--- src/pkg/nvram_pkg.sv ---
package nvram_pkg;

  // Bus geometry
  localparam int AXI_ADDR_W = 8;               // Byte address width of the register window
  localparam int AXI_DATA_W = 32;              // Data width of the register bus

  // Register byte offsets
  localparam logic [7:0] OFS_CMD    = 8'h00;   // Instruction register
  localparam logic [7:0] OFS_STATUS = 8'h04;   // Status, sticky bits write-one-to-clear
  localparam logic [7:0] OFS_RAMWR  = 8'h08;   // RAM write request, address and data

  // Status bit positions
  localparam int SB_RECALL_DONE = 0;           // Recall-done latch
  localparam int SB_WEL         = 1;           // Write-enable latch
  localparam int SB_STORE_BUSY  = 2;           // Store running
  localparam int SB_RECALL_BUSY = 3;           // Recall running
  localparam int SB_INHIBIT     = 4;           // Power-up inhibit running
  localparam int SB_LOW_SUPPLY  = 5;           // Low-supply indication, synchronised
  localparam int SB_WR_REFUSED  = 6;           // Sticky: a RAM write was refused
  localparam int SB_ST_DROPPED  = 7;           // Sticky: a store request was discarded

  // Instruction layout: start bit, four ignored address bits, three-bit op field
  localparam int CMD_START_BIT = 7;            // Start bit position
  localparam logic [2:0] OP_WRITE_ENABLE_CLEAR = 3'h0;  // write_enable_clear_cmd
  localparam logic [2:0] OP_STORE              = 3'h1;  // store_cmd
  localparam logic [2:0] OP_WRITE_ENABLE_SET   = 3'h4;  // write_enable_set_cmd
  localparam logic [2:0] OP_RECALL             = 3'h5;  // recall_cmd

  // AXI responses
  localparam logic [1:0] RESP_OKAY   = 2'h0;   // Mapped register
  localparam logic [1:0] RESP_SLVERR = 2'h2;   // Unmapped offset

  // Timing
  localparam int CLK_PERIOD_NS           = 10;          // ref_clk period
  localparam int POWERUP_INHIBIT_TIME_NS = 200;         // Least inhibit after power is stable
  localparam int INHIBIT_CYC = (POWERUP_INHIBIT_TIME_NS + CLK_PERIOD_NS - 1) / CLK_PERIOD_NS;
  localparam int INHIBIT_W   = 5;                        // Width of the inhibit counter
  localparam int RECALL_TIME_NS    = 1500;               // Typical recall duration
  localparam int RECALL_CYC  = (RECALL_TIME_NS + CLK_PERIOD_NS - 1) / CLK_PERIOD_NS;
  localparam int STORE_TIME_MAX_NS = 10000000;           // Longest store duration
  localparam int STORE_CYC   = STORE_TIME_MAX_NS / CLK_PERIOD_NS;
  localparam int TIMER_W     = 20;                       // Busy timer width, holds STORE_CYC

  // Control sequencer states
  typedef enum logic [1:0] {
    ST_INHIBIT = 2'b00,
    ST_IDLE    = 2'b01,
    ST_RECALL  = 2'b10,
    ST_STORE   = 2'b11
  } seq_state_t;

endpackage

--- src/verilog/pin_sync.sv ---
module pin_sync #(
  parameter logic RST_VAL = 1'b1                // Level assumed while in reset
) (
  input  wire logic ref_clk,
  input  wire logic rstn,
  input  wire logic pinIn,                      // Asynchronous pin level
  output logic      level                       // Filtered, synchronous level
);

  logic s1_r;                                   // First stage, read only by s2_r
  logic s2_r;                                   // Second stage
  logic s3_r;                                   // Third stage
  logic level_r;                                // Accepted level

  // Three stages; a change counts once stages two and three agree
  always_ff @(posedge ref_clk) begin
    if (!rstn) begin
      s1_r    <= RST_VAL;
      s2_r    <= RST_VAL;
      s3_r    <= RST_VAL;
      level_r <= RST_VAL;
    end else begin
      s1_r <= pinIn;
      s2_r <= s1_r;
      s3_r <= s2_r;
      if (s2_r == s3_r) begin
        level_r <= s3_r;
      end
    end
  end

  assign level = level_r;

endmodule // pin_sync

--- src/verilog/busy_timer.sv ---
module busy_timer #(
  parameter int W = 20                          // Counter width
) (
  input  wire logic         ref_clk,
  input  wire logic         rstn,
  input  wire logic         start,              // Load the count, one-cycle pulse
  input  wire logic [W-1:0] loadVal,            // Busy duration in cycles, at least one
  input  wire logic         abort,              // Drop the count without a done pulse
  output logic              busy,               // Counting
  output logic              done                // Last busy cycle
);

  logic [W-1:0] cnt_r;                          // Remaining busy cycles

  // Start has priority, so a back-to-back operation reloads cleanly
  always_ff @(posedge ref_clk) begin
    if (!rstn) begin
      cnt_r <= '0;
    end else if (start) begin
      cnt_r <= loadVal;
    end else if (abort) begin
      cnt_r <= '0;
    end else if (cnt_r != '0) begin
      cnt_r <= cnt_r - W'(1);
    end
  end

  assign busy = (cnt_r != '0);
  assign done = (cnt_r == W'(1)) && !abort;

endmodule // busy_timer

--- src/verilog/nvram_store_recall_control.sv ---
// Operation
// - Recall instruction or low recall pin copies array
// - No RAM write or store before recall
// - Finished recall sets recall-done latch
// - Automatic recall after power-up
// - Ignore everything during power-up inhibit
// - Store instruction or low store pin requests store
// - Store needs recall-done, write-enable and request
// - Running store blocks all other functions
// - Finished store clears write-enable latch
// - Low supply aborts store, clears write-enable
// - Op codes: store, recall, enable set, clear
// - Write-enable clear at power-up, needed first
// - Write-enable holds until clear, store, power
module nvram_store_recall_control
  import nvram_pkg::*;
#(
  parameter int STORE_DUR  = STORE_CYC,         // Store busy cycles
  parameter int RECALL_DUR = RECALL_CYC         // Recall busy cycles
) (
  input  wire logic                  ref_clk,
  input  wire logic                  rstn,
  input  wire logic [AXI_ADDR_W-1:0] s_axi_awaddr,
  input  wire logic                  s_axi_awvalid,
  output logic                       s_axi_awready,
  input  wire logic [AXI_DATA_W-1:0] s_axi_wdata,
  input  wire logic [3:0]            s_axi_wstrb,
  input  wire logic                  s_axi_wvalid,
  output logic                       s_axi_wready,
  output logic [1:0]                 s_axi_bresp,
  output logic                       s_axi_bvalid,
  input  wire logic                  s_axi_bready,
  input  wire logic [AXI_ADDR_W-1:0] s_axi_araddr,
  input  wire logic                  s_axi_arvalid,
  output logic                       s_axi_arready,
  output logic [AXI_DATA_W-1:0]      s_axi_rdata,
  output logic [1:0]                 s_axi_rresp,
  output logic                       s_axi_rvalid,
  input  wire logic                  s_axi_rready,
  input  wire logic                  storePinN,     // Store pin, active low
  input  wire logic                  recallPinN,    // Recall pin, active low
  input  wire logic                  lowSupplyIn,   // Supply monitor, high when supply is low
  output logic                       recallActive,  // EEPROM to RAM copy running
  output logic                       storeActive,   // RAM to EEPROM copy running
  output logic                       ramWrStrobe,   // One-cycle RAM write grant
  output logic [3:0]                 ramWrAddr,     // RAM word address
  output logic [15:0]                ramWrData      // RAM word data
);

  // Bus slave state
  logic                  awReady_r;             // Write address may be taken
  logic                  wReady_r;              // Write data may be taken
  logic                  awHeld_r;              // Write address captured
  logic                  wHeld_r;               // Write data captured
  logic [AXI_ADDR_W-1:0] awAddr_r;              // Captured write address
  logic [AXI_DATA_W-1:0] wData_r;               // Captured write data
  logic [3:0]            wStrb_r;               // Captured byte enables
  logic                  bValid_r;              // Write response pending
  logic [1:0]            bResp_r;               // Write response code
  logic                  arReady_r;             // Read address may be taken
  logic                  rValid_r;              // Read data pending
  logic [AXI_DATA_W-1:0] rData_r;               // Read data
  logic [1:0]            rResp_r;               // Read response code

  // Control state
  seq_state_t            state_r;               // Sequencer state
  seq_state_t            state_nxt;             // Sequencer next state
  logic [INHIBIT_W-1:0]  inhibitCnt_r;          // Cycles spent in power-up inhibit
  logic                  recallDone_r;          // Recall-done latch
  logic                  wel_r;                 // Write-enable latch
  logic                  wrRefused_r;           // Sticky refused RAM write
  logic                  stDropped_r;           // Sticky discarded store
  logic [7:0]            cmdLast_r;             // Last instruction byte written
  logic                  storeLvlPrev_r;        // Store pin level one cycle ago
  logic                  recallLvlPrev_r;       // Recall pin level one cycle ago
  logic                  recallActive_r;        // Output flop
  logic                  storeActive_r;         // Output flop
  logic                  ramWrStrobe_r;         // Output flop
  logic [3:0]            ramWrAddr_r;           // Output flop
  logic [15:0]           ramWrData_r;           // Output flop

  // Synchronised pins and timer
  logic storeLvl;                               // Store pin level, synchronous
  logic recallLvl;                              // Recall pin level, synchronous
  logic lowSupply;                              // Low-supply level, synchronous
  logic tmrBusy;                                // Timer counting
  logic tmrDone;                                // Last cycle of the timed operation

  // Pins from outside the clock domain pass four flops each
  pin_sync #(.RST_VAL(1'b1)) u_store_sync (
    .ref_clk (ref_clk),
    .rstn    (rstn),
    .pinIn   (storePinN),
    .level   (storeLvl)
  );
  pin_sync #(.RST_VAL(1'b1)) u_recall_sync (
    .ref_clk (ref_clk),
    .rstn    (rstn),
    .pinIn   (recallPinN),
    .level   (recallLvl)
  );
  // Reset value low so that the inhibit interval is not mistaken for a brown-out
  pin_sync #(.RST_VAL(1'b0)) u_supply_sync (
    .ref_clk (ref_clk),
    .rstn    (rstn),
    .pinIn   (lowSupplyIn),
    .level   (lowSupply)
  );

  // Register decode
  wire [5:0] wrIdx    = awAddr_r[7:2];
  wire [5:0] rdIdx    = s_axi_araddr[7:2];
  wire       doWrite  = awHeld_r && wHeld_r && !bValid_r;
  wire       wrCmdHit = (wrIdx == OFS_CMD[7:2]);
  wire       wrStHit  = (wrIdx == OFS_STATUS[7:2]);
  wire       wrRamHit = (wrIdx == OFS_RAMWR[7:2]);
  wire       wrMapped = wrCmdHit || wrStHit || wrRamHit;
  wire       rdMapped = (rdIdx == OFS_CMD[7:2]) || (rdIdx == OFS_STATUS[7:2])
                        || (rdIdx == OFS_RAMWR[7:2]);
  wire       arTake   = s_axi_arvalid && arReady_r;

  // Instruction decode; the address bits of the byte are ignored
  wire       cmdWr    = doWrite && wrCmdHit && wStrb_r[0];
  wire       cmdOk    = cmdWr && wData_r[CMD_START_BIT];
  wire [2:0] opField  = wData_r[2:0];
  wire       inIdle   = (state_r == ST_IDLE);
  wire       inhibit  = (state_r == ST_INHIBIT);

  // Pins act on the change to low; a pin held low requests once
  wire storeFall  = storeLvlPrev_r && !storeLvl;
  wire recallFall = recallLvlPrev_r && !recallLvl;

  // Requests count only when idle: inhibit and running operations swallow them
  wire recallReq = inIdle
                   && ((cmdOk && opField == OP_RECALL) || recallFall);
  wire storeReq  = inIdle && !recallReq
                   && ((cmdOk && opField == OP_STORE) || storeFall);
  wire storeGo   = storeReq && recallDone_r && wel_r && !lowSupply;
  wire storeDrop = storeReq && !storeGo;
  wire wrenReq   = inIdle && cmdOk && (opField == OP_WRITE_ENABLE_SET);
  wire wrdsReq   = inIdle && cmdOk && (opField == OP_WRITE_ENABLE_CLEAR);
  wire autoStart = inhibit && (inhibitCnt_r == INHIBIT_W'(INHIBIT_CYC - 1));
  wire storeAbort  = (state_r == ST_STORE) && lowSupply;
  wire storeFinish = (state_r == ST_STORE) && tmrDone;
  wire recallFinish = (state_r == ST_RECALL) && tmrDone;

  // RAM writes need a completed recall and a set write-enable latch
  wire ramWrReq = doWrite && wrRamHit && (wStrb_r[2:0] == 3'h7);
  wire ramWrOk  = ramWrReq && inIdle && recallDone_r && wel_r && !lowSupply;
  wire ramWrBad = ramWrReq && !ramWrOk;
  wire clrSticky = doWrite && wrStHit && wStrb_r[0];

  wire                 tmrStart = autoStart || recallReq || storeGo;
  wire [TIMER_W-1:0]   tmrLoad  = storeGo ? TIMER_W'(STORE_DUR) : TIMER_W'(RECALL_DUR);

  // One timer serves both operations; they never overlap
  busy_timer #(.W(TIMER_W)) u_timer (
    .ref_clk (ref_clk),
    .rstn    (rstn),
    .start   (tmrStart),
    .loadVal (tmrLoad),
    .abort   (storeAbort),
    .busy    (tmrBusy),
    .done    (tmrDone)
  );

  // Status word built from named fields; unused bits read as zero
  logic [AXI_DATA_W-1:0] statusWord;
  always_comb begin
    statusWord                 = '0;
    statusWord[SB_RECALL_DONE] = recallDone_r;
    statusWord[SB_WEL]         = wel_r;
    statusWord[SB_STORE_BUSY]  = (state_r == ST_STORE);
    statusWord[SB_RECALL_BUSY] = (state_r == ST_RECALL);
    statusWord[SB_INHIBIT]     = inhibit;
    statusWord[SB_LOW_SUPPLY]  = lowSupply;
    statusWord[SB_WR_REFUSED]  = wrRefused_r;
    statusWord[SB_ST_DROPPED]  = stDropped_r;
  end

  wire [AXI_DATA_W-1:0] rdMux =
    (rdIdx == OFS_CMD[7:2])    ? {24'h000000, cmdLast_r} :
    (rdIdx == OFS_STATUS[7:2]) ? statusWord :
    (rdIdx == OFS_RAMWR[7:2])  ? {12'h000, ramWrAddr_r, ramWrData_r} : 32'h00000000;

  // Write channels: address and data taken in either order, response after both
  always_ff @(posedge ref_clk) begin
    if (!rstn) begin
      awReady_r <= 1'b1;
      wReady_r  <= 1'b1;
      awHeld_r  <= 1'b0;
      wHeld_r   <= 1'b0;
      awAddr_r  <= '0;
      wData_r   <= '0;
      wStrb_r   <= 4'h0;
      bValid_r  <= 1'b0;
      bResp_r   <= RESP_OKAY;
    end else begin
      if (s_axi_awvalid && awReady_r) begin
        awAddr_r  <= s_axi_awaddr;
        awHeld_r  <= 1'b1;
        awReady_r <= 1'b0;
      end
      if (s_axi_wvalid && wReady_r) begin
        wData_r  <= s_axi_wdata;
        wStrb_r  <= s_axi_wstrb;
        wHeld_r  <= 1'b1;
        wReady_r <= 1'b0;
      end
      if (doWrite) begin
        bValid_r <= 1'b1;
        bResp_r  <= wrMapped ? RESP_OKAY : RESP_SLVERR;
        awHeld_r <= 1'b0;
        wHeld_r  <= 1'b0;
      end
      // Ready returns only after the response, so one write is in flight
      if (bValid_r && s_axi_bready) begin
        bValid_r  <= 1'b0;
        awReady_r <= 1'b1;
        wReady_r  <= 1'b1;
      end
    end
  end

  // Read channel: data one cycle after the address is taken
  always_ff @(posedge ref_clk) begin
    if (!rstn) begin
      arReady_r <= 1'b1;
      rValid_r  <= 1'b0;
      rData_r   <= '0;
      rResp_r   <= RESP_OKAY;
    end else if (arTake) begin
      arReady_r <= 1'b0;
      rValid_r  <= 1'b1;
      rData_r   <= rdMux;
      rResp_r   <= rdMapped ? RESP_OKAY : RESP_SLVERR;
    end else if (rValid_r && s_axi_rready) begin
      rValid_r  <= 1'b0;
      arReady_r <= 1'b1;
    end
  end

  // Sequencer next state; a brown-out ends a store at once
  always_comb begin
    state_nxt = state_r;
    case (state_r)
      ST_INHIBIT: begin
        if (autoStart) begin
          state_nxt = ST_RECALL;
        end
      end
      ST_IDLE: begin
        if (recallReq) begin
          state_nxt = ST_RECALL;
        end else if (storeGo) begin
          state_nxt = ST_STORE;
        end
      end
      ST_RECALL: begin
        if (tmrDone) begin
          state_nxt = ST_IDLE;
        end
      end
      ST_STORE: begin
        if (storeAbort || tmrDone) begin
          state_nxt = ST_IDLE;
        end
      end
      default: begin
        state_nxt = ST_INHIBIT;
      end
    endcase
  end

  // Sequencer and output flops
  always_ff @(posedge ref_clk) begin
    if (!rstn) begin
      state_r        <= ST_INHIBIT;
      inhibitCnt_r   <= '0;
      recallActive_r <= 1'b0;
      storeActive_r  <= 1'b0;
    end else begin
      state_r        <= state_nxt;
      recallActive_r <= (state_nxt == ST_RECALL);
      storeActive_r  <= (state_nxt == ST_STORE);
      if (inhibit) begin
        inhibitCnt_r <= inhibitCnt_r + INHIBIT_W'(1);
      end
    end
  end

  // Latches: clearing events beat the enable instruction for safety
  always_ff @(posedge ref_clk) begin
    if (!rstn) begin
      recallDone_r <= 1'b0;
      wel_r        <= 1'b0;
    end else begin
      if (recallFinish) begin
        recallDone_r <= 1'b1;
      end
      if (lowSupply || wrdsReq || storeFinish) begin
        wel_r <= 1'b0;
      end else if (wrenReq) begin
        wel_r <= 1'b1;
      end
    end
  end

  // Sticky flags, instruction echo, pin history and RAM write port
  always_ff @(posedge ref_clk) begin
    if (!rstn) begin
      wrRefused_r     <= 1'b0;
      stDropped_r     <= 1'b0;
      cmdLast_r       <= 8'h00;
      storeLvlPrev_r  <= 1'b1;
      recallLvlPrev_r <= 1'b1;
      ramWrStrobe_r   <= 1'b0;
      ramWrAddr_r     <= 4'h0;
      ramWrData_r     <= 16'h0000;
    end else begin
      // Set wins over a clear in the same cycle
      wrRefused_r     <= ramWrBad || (wrRefused_r && !(clrSticky && wData_r[SB_WR_REFUSED]));
      stDropped_r     <= storeDrop || (stDropped_r && !(clrSticky && wData_r[SB_ST_DROPPED]));
      storeLvlPrev_r  <= storeLvl;
      recallLvlPrev_r <= recallLvl;
      ramWrStrobe_r   <= ramWrOk;
      if (cmdWr) begin
        cmdLast_r <= wData_r[7:0];
      end
      if (ramWrOk) begin
        ramWrAddr_r <= wData_r[19:16];
        ramWrData_r <= wData_r[15:0];
      end
    end
  end

  assign s_axi_awready = awReady_r;
  assign s_axi_wready  = wReady_r;
  assign s_axi_bvalid  = bValid_r;
  assign s_axi_bresp   = bResp_r;
  assign s_axi_arready = arReady_r;
  assign s_axi_rvalid  = rValid_r;
  assign s_axi_rdata   = rData_r;
  assign s_axi_rresp   = rResp_r;
  assign recallActive  = recallActive_r;
  assign storeActive   = storeActive_r;
  assign ramWrStrobe   = ramWrStrobe_r;
  assign ramWrAddr     = ramWrAddr_r;
  assign ramWrData     = ramWrData_r;

  // Checks on the sequencer and latches
  localparam int A_INH = INHIBIT_CYC;
  localparam int A_RCL = RECALL_DUR;
endmodule // nvram_store_recall_control

--- config.mk ---
export PLATFORM = sky130hd
export DESIGN_NAME = nvram_store_recall_control
export DESIGN_NICKNAME = d
export VERILOG_FILES = /design/src/pkg/nvram_pkg.sv /design/src/verilog/pin_sync.sv /design/src/verilog/busy_timer.sv /design/src/verilog/nvram_store_recall_control.sv
export SDC_FILE = /design/constraint.sdc
export NUM_CORES = 1
export LEC_CHECK = 0
export BUFFER_PORTS_ARGS = -buffer_cell sky130_fd_sc_hd__buf_2
export CAP_MARGIN = 15
export CORE_MARGIN = 5
export CORE_UTILIZATION = 58
export CTS_CLUSTER_DIAMETER = 50
export DETAILED_ROUTE_END_ITERATION = 10
export GPL_TIMING_DRIVEN = 0
export PLACE_DENSITY = 0.9
export SLEW_MARGIN = 20
export SYNTH_ARGS = -nofsm -noshare
export SYNTH_HDL_FRONTEND = slang
export SYNTH_HIERARCHICAL = 1
export SYNTH_SLANG_ARGS = --single-unit
--- constraint.sdc ---
create_clock -name ref_clk -period 4.4 [get_ports ref_clk]
set_input_delay 0.88 -clock ref_clk [delete_from_list [all_inputs] [get_ports ref_clk]]
set_output_delay 0.88 -clock ref_clk [all_outputs]
set_load 0.02 [all_outputs]
# Word level (Yosys, flattened, before mapping)
# Cells that the tools add are included.
# Widths: inputs -> output; s select.
[word_totals]
register_bits = 150
inputBits = 62
out_inout_bits = 64
[op_classes]
n_mux = 19
n_bitwise = 1
n_reduce_logical = 75
addsub = 2
eq_ne = 18
[op_table]
columns = ["op", "count"]
rows = [
  ["$mux 20", 7],
  ["$logic_and 1x1->1", 42],
  ["$eq 20x1->1 const B", 1],
  ["$reduce_bool 20->1", 1],
  ["$sub 20x1->20 const B", 1],
  ["$mux 2", 7],
  ["$logic_or 1x1->1", 13],
  ["$eq 6x1->1 const B", 2],
  ["$eq 6x2->1 const B", 2],
  ["$logic_not 6->1", 2],
  ["$logic_not 1->1", 10],
  ["$eq 3x3->1 const B", 3],
  ["$eq 2x2->1 const B", 4],
  ["$pmux 2 s4", 1],
  ["$reduce_or 2->1", 3],
  ["$add 5x1->5 const B", 1],
  ["$eq 5x5->1 const B", 1],
  ["$mux 1", 4],
  ["$eq 1x1->1", 3],
  ["$eq 3x1->1 const B", 1],
  ["$logic_not 3->1", 1],
  ["$reduce_bool 3->1", 1],
  ["$eq 2x1->1 const B", 1],
  ["$logic_not 2->1", 1],
  ["other kinds (2)", 2],
]

# Depth between registers and ports, before layout
[depth]
word_depth = 18
mapped_depth = 11
mapped_depth_nobuf = 8

# Modules after synthesis
# Netlist, hierarchy kept.
[modules_own_cells]
columns = ["module", "area_each_um2", "cells_per_inst", "instances"]
rows = [
  ["nvram_store_recall_control", 4144.0, 496, 1],
  ["busy_timer", 1243.7, 145, 1],
  ["pin_sync (u_recall_sync ...)", 112.6, 10, 2],
  ["pin_sync (u_supply_sync)", 116.4, 10, 1],
]

# Least setup slack after synthesis
# OpenSTA, ideal clock, no wires.
[synth_path]
path_kind = "register -> register"
from = "register bValid_r, in the netlist s_axi_bvalid"
to = "register u_timer.cnt_r[3]"
setup_time_ns = 0.134
arrival_ns = 2.510
path_stages_with_launch = 10
path_slack_ns = 1.756
cell_sequence = "dfxtp_1 > nor4bb_1 > nand4_1 > mux2i_1 > o21ai_0 > clkbuf_1 > or2_2 > clkbuf_1 > nor3_1 > nor4_1"
[synth_via]
elab_chain_len = 16
[synth_lines]
columns = ["element", "line", "rtl"]
rows = [
  ["start: declaration", "nvram_store_recall_control.sv:58", "logic bValid_r;"],
  ["start signal: assignment", "nvram_store_recall_control.sv:196", "bValid_r <= 1'b0;"],
  ["start signal: assignment", "nvram_store_recall_control.sv:211", "bValid_r <= 1'b1;"],
  ["start signal: assignment", "nvram_store_recall_control.sv:218", "bValid_r <= 1'b0;"],
  ["$logic_not 1->1 (*)", "nvram_store_recall_control.sv:113", "wire doWrite = awHeld_r && wHeld_r && !bValid_r;"],
  ["$logic_and 1x1->1 (*)", "nvram_store_recall_control.sv:113", ""],
  ["$logic_and 1x1->1 (*) (2 in a row)", "nvram_store_recall_control.sv:123", "wire cmdWr = doWrite && wrCmdHit && wStrb_r[0];"],
  ["$logic_and 1x1->1 (*)", "nvram_store_recall_control.sv:124", "wire cmdOk = cmdWr && wData_r[CMD_START_BIT];"],
  ["$logic_and 1x1->1", "nvram_store_recall_control.sv:135", "&& ((cmdOk && opField == OP_RECALL) || recallFall);"],
  ["$logic_or 1x1->1", "nvram_store_recall_control.sv:135", ""],
  ["$logic_and 1x1->1", "nvram_store_recall_control.sv:135", ""],
  ["$logic_not 1->1", "nvram_store_recall_control.sv:136", "wire storeReq = inIdle && !recallReq"],
  ["$logic_and 1x1->1", "nvram_store_recall_control.sv:136", ""],
  ["$logic_and 1x1->1", "nvram_store_recall_control.sv:137", "&& ((cmdOk && opField == OP_STORE) || storeFall);"],
  ["$logic_and 1x1->1 (3 in a row)", "nvram_store_recall_control.sv:138", "wire storeGo = storeReq && recallDone_r && wel_r && !lowSupply;"],
  ["$logic_or 1x1->1 (*)", "nvram_store_recall_control.sv:153", "wire tmrStart = autoStart || recallReq || storeGo;"],
  ["via tmrStart", "nvram_store_recall_control.sv:153", ""],
  ["$reduce_bool 3->1 (no line) or $mux 20 (tied branches)", "n/a", ""],
  ["end signal: assignment", "busy_timer.sv:20", "cnt_r <= loadVal;"],
  ["end signal: assignment", "busy_timer.sv:24", "cnt_r <= cnt_r - W'(1);"],
  ["end: declaration", "busy_timer.sv:13", "logic [W-1:0] cnt_r;"],
]
# The timed path passes the listed nets; every way through them passes the cells marked *.
# A chain may end at the register's enable or synchronous reset.

# Worst setup path after layout
[layout_path]
from = "register awAddr_r[7]"
to = "register u_timer.cnt_r[6]"
[layout_via]
elab_chain_len = 15
[layout_lines]
columns = ["element", "line", "rtl"]
rows = [
  ["start: declaration", "nvram_store_recall_control.sv:55", "logic [AXI_ADDR_W-1:0] awAddr_r;"],
  ["start signal: assignment", "nvram_store_recall_control.sv:200", "awAddr_r <= s_axi_awaddr;"],
  ["$logic_not 6->1 (*)", "nvram_store_recall_control.sv:114", "wire wrCmdHit = (wrIdx == OFS_CMD[7:2]);"],
  ["$logic_and 1x1->1 (*) (2 in a row)", "nvram_store_recall_control.sv:123", ""],
  ["$logic_and 1x1->1 (*)", "nvram_store_recall_control.sv:124", ""],
  ["$logic_and 1x1->1", "nvram_store_recall_control.sv:135", ""],
  ["$logic_or 1x1->1", "nvram_store_recall_control.sv:135", ""],
  ["$logic_and 1x1->1", "nvram_store_recall_control.sv:135", ""],
  ["$logic_not 1->1", "nvram_store_recall_control.sv:136", ""],
  ["$logic_and 1x1->1", "nvram_store_recall_control.sv:136", ""],
  ["$logic_and 1x1->1", "nvram_store_recall_control.sv:137", ""],
  ["$logic_and 1x1->1 (3 in a row)", "nvram_store_recall_control.sv:138", ""],
  ["$logic_or 1x1->1 (*)", "nvram_store_recall_control.sv:153", ""],
  ["via tmrStart", "nvram_store_recall_control.sv:153", ""],
  ["$reduce_bool 3->1 (no line) or $mux 20 (tied branches)", "n/a", ""],
]
# Marks and branches as above.

==> summary.md <==
| Metric | Value |
|---|---|
| Data arrival time at the worst-slack endpoint | `3.99 ns` |
| Peak VDD IR | `0.3625 mV` |
| Layout area overhead | `22.21%` |
| Starting density of the core | `0.5910` |
| Tot GR Track Use | `0.2839` |
| Routed vias/inst | `6.087` |
| RSZ-0062 raised after global routing | `no` |
| TNS Setup | `0 ns` |
| Post-Route WL | `16770 µm` |
| Startpoint types | `flip-flop` |
| Initial antenna violation count | `0` |
| Reg2reg path depth | `9` |
| Clock transition at path regs | `0.06 ns` |
| Remaining DRCs | `0` |
| Final hold violation count | `0` |
| CTS root buf | `clkbuf_8` |
| Post-CTS sizing | `0` |
| Leakage | `2.884 nW` |
| Clk_skew | `0.007418 ns` |
| Slew Limit Fails | `0` |
| FILL cells | `708` |
| 1st-pass router iterations | `6` |
| Total grt overflow | `0` |
| Reg2Reg Setup Slack | `0.80 ns` |
| Synth Cell Area | `5723 µm²` |
| Vias | `5777` |
| Ratio of cells with drive above 1 in the final layout | `0.2034` |
| Avg Synthesized Cell Area | `8.542 µm²` |
| Chip Width | `109.3 µm` |
| Power, Total | `3.540 mW` |
| Number of DRC markers in iteration 0 | `651` |
| Routed WL per cell | `17.67 µm` |
| Number of global-route vias before repair | `5474` |
| IO Port Bufs | `92` |
| TritonCTS buffer count | `17` |
| Capturing point of the worst reg2reg path | `u_timer/cnt_r[6]` |
| Mapped Cells | `670` |
| DP Worst Slack | `1.090 ns` |
| Setup violators final | `0` |
| Hold slack final | `0.4119 ns` |
| Worst hold path class | `flip-flop to flip-flop` |
| Die area | `11950 µm²` |
| Io pins | `126` |
| R2R Path Start | `awAddr_r[7]` |
| Rows | `36` |
| CP Launch Point | `awAddr_r[7]` |
| Setup ws final | `0.7986 ns` |
| Crit end category | `flip-flop` |
| DP Cell Count | `918` |
| Routability cong. | `0.9207` |
| Antenna diodes | `0` |
| Slew of the pin with the lowest slew margin | `0.8542 ns` |
| CTS Sinks | `134` |
| Core ar. | `9684 µm²` |
| Worst setup path end | `u_timer/cnt_r[6]` |
| CTS hold repair buffers | `0` |
| Largest net degree at the start of global routing | `23` |
| Status | `completed` |
| Final design area excluding fillers | `6994 µm²` |
| Power Density | `506.1 nW/µm²` |
| Dpl cell area | `6436 µm²` |
| CP Class | `flip-flop to flip-flop` |
| Max Fclk | `0.2777 GHz` |
| Worst slew margin | `0.4253` |
| Final Core Density | `0.7222` |
| # nets final | `870` |
| Post-DRT Antenna Nets | `0` |
| Max Cap Viol | `0` |
| Final period utilization | `0.8185` |
| Required @ worst endpoint | `4.79 ns` |
| H-tree depth | `4` |
| CTS tree | `done` |
| Maximum fanout along the worst path | `10` |
| Clock latency on the worst-skew pair | `0.53 ns` |
| Number of setup buffers added after CTS | `0` |
| Clk buf depth | `2` |
| First-pass GRT wire length | `26670 µm` |
| Yosys warnings | `6` |
| Die Height | `109.3 µm` |
| Final min period | `3.601 ns` |
| Post-Layout Cell Count | `949` |
| Detailed Place HPWL | `11050 µm` |
[sequential cells by signal (all words and copies together) (netlist names), 2 cells and up]
| signal | cells |
|---|---|
| awAddr_r | 6 |
| cmdLast_r | 8 |
| inhibitCnt_r | 5 |
| ramWrAddr | 4 |
| ramWrData | 16 |
| s_axi_rdata | 20 |
| state_r | 2 |
| u_timer/cnt_r | 20 |
| wData_r | 20 |
| wStrb_r | 3 |
[layout make-up]
cell class                 instances  area, µm²  share of cell area
timing repair buffer              92      460.4             0.06583
clock inverter                    14      143.9             0.02057
sequential                       134       2683              0.3835
clock buffer                      17      414.1             0.05921
multi-input combinational        496       2816              0.4027
buffer                            54      276.5             0.03953
inverter                           9      33.78            0.004830
tap                              133      166.4             0.02379
[cell usage in the layout, fill, tap and decap left out, types with 4 or more instances in the layout]
master,instances
o21ai_1,22
mux2_2,5
nand2b_1,13
mux2i_1,10
ha_1,4
nor2_1,39
buf_4,14
xor2_1,13
conb_1,24
nor4_1,11
nand3_1,45
and2_1,7
buf_2,97
o21ai_0,27
inv_6,4
nor4_4,4
nand4_1,7
nor3_1,6
clkinv_4,6
nand3b_1,5
clkbuf_16,16
or4_1,4
nand2_1,94
inv_1,8
clkbuf_1,30
a31oi_1,4
a21oi_1,89
a221oi_1,7
dfxtp_1,134
[critical path, cell delays in order, from the launching register on]
cell      delay [ns]
dfxtp_1         0.32
nor4_1          0.75
nand4_1         0.40
mux2i_1         0.39
o21ai_0         0.13
clkbuf_1        0.22
or2_2           0.33
clkbuf_1        0.25
nor3_1          0.53
nor4_1          0.13
[metal layers]
| layer | track usage | routed length, µm | up-vias |
|---|---|---|---|
| li1 | - | - | 2614 |
| met1 | 0.3561 | 6522 | 2662 |
| met2 | 0.4638 | 7929 | 418 |
| met3 | 0.06400 | 1649 | 83 |
| met4 | 0.1345 | 665 | 0 |
| met5 | 0 | 0 | - |
[worst min path at each step]
stage | startpoint | to | slack (ns) | depth (start not counted)
after floorplan | u_recall_sync/s1_r | u_recall_sync/s2_r | 0.39 | 1
after global placement | u_store_sync/s1_r | u_store_sync/s2_r | 0.39 | 1
after detailed placement | u_recall_sync/s1_r | u_recall_sync/s2_r | 0.40 | 1
after CTS | u_recall_sync/s1_r | u_recall_sync/s2_r | 0.41 | 1
after global routing | u_store_sync/s1_r | u_store_sync/s2_r | 0.44 | 1
final | u_recall_sync/s1_r | u_recall_sync/s2_r | 0.41 | 1
[power by group]
part	internal, mW	switching (mW)
Clock	0.761	0.571
Combinational	0.297	0.457
Sequential	1.31	0.142
Power figures use the tool's default switching activity.
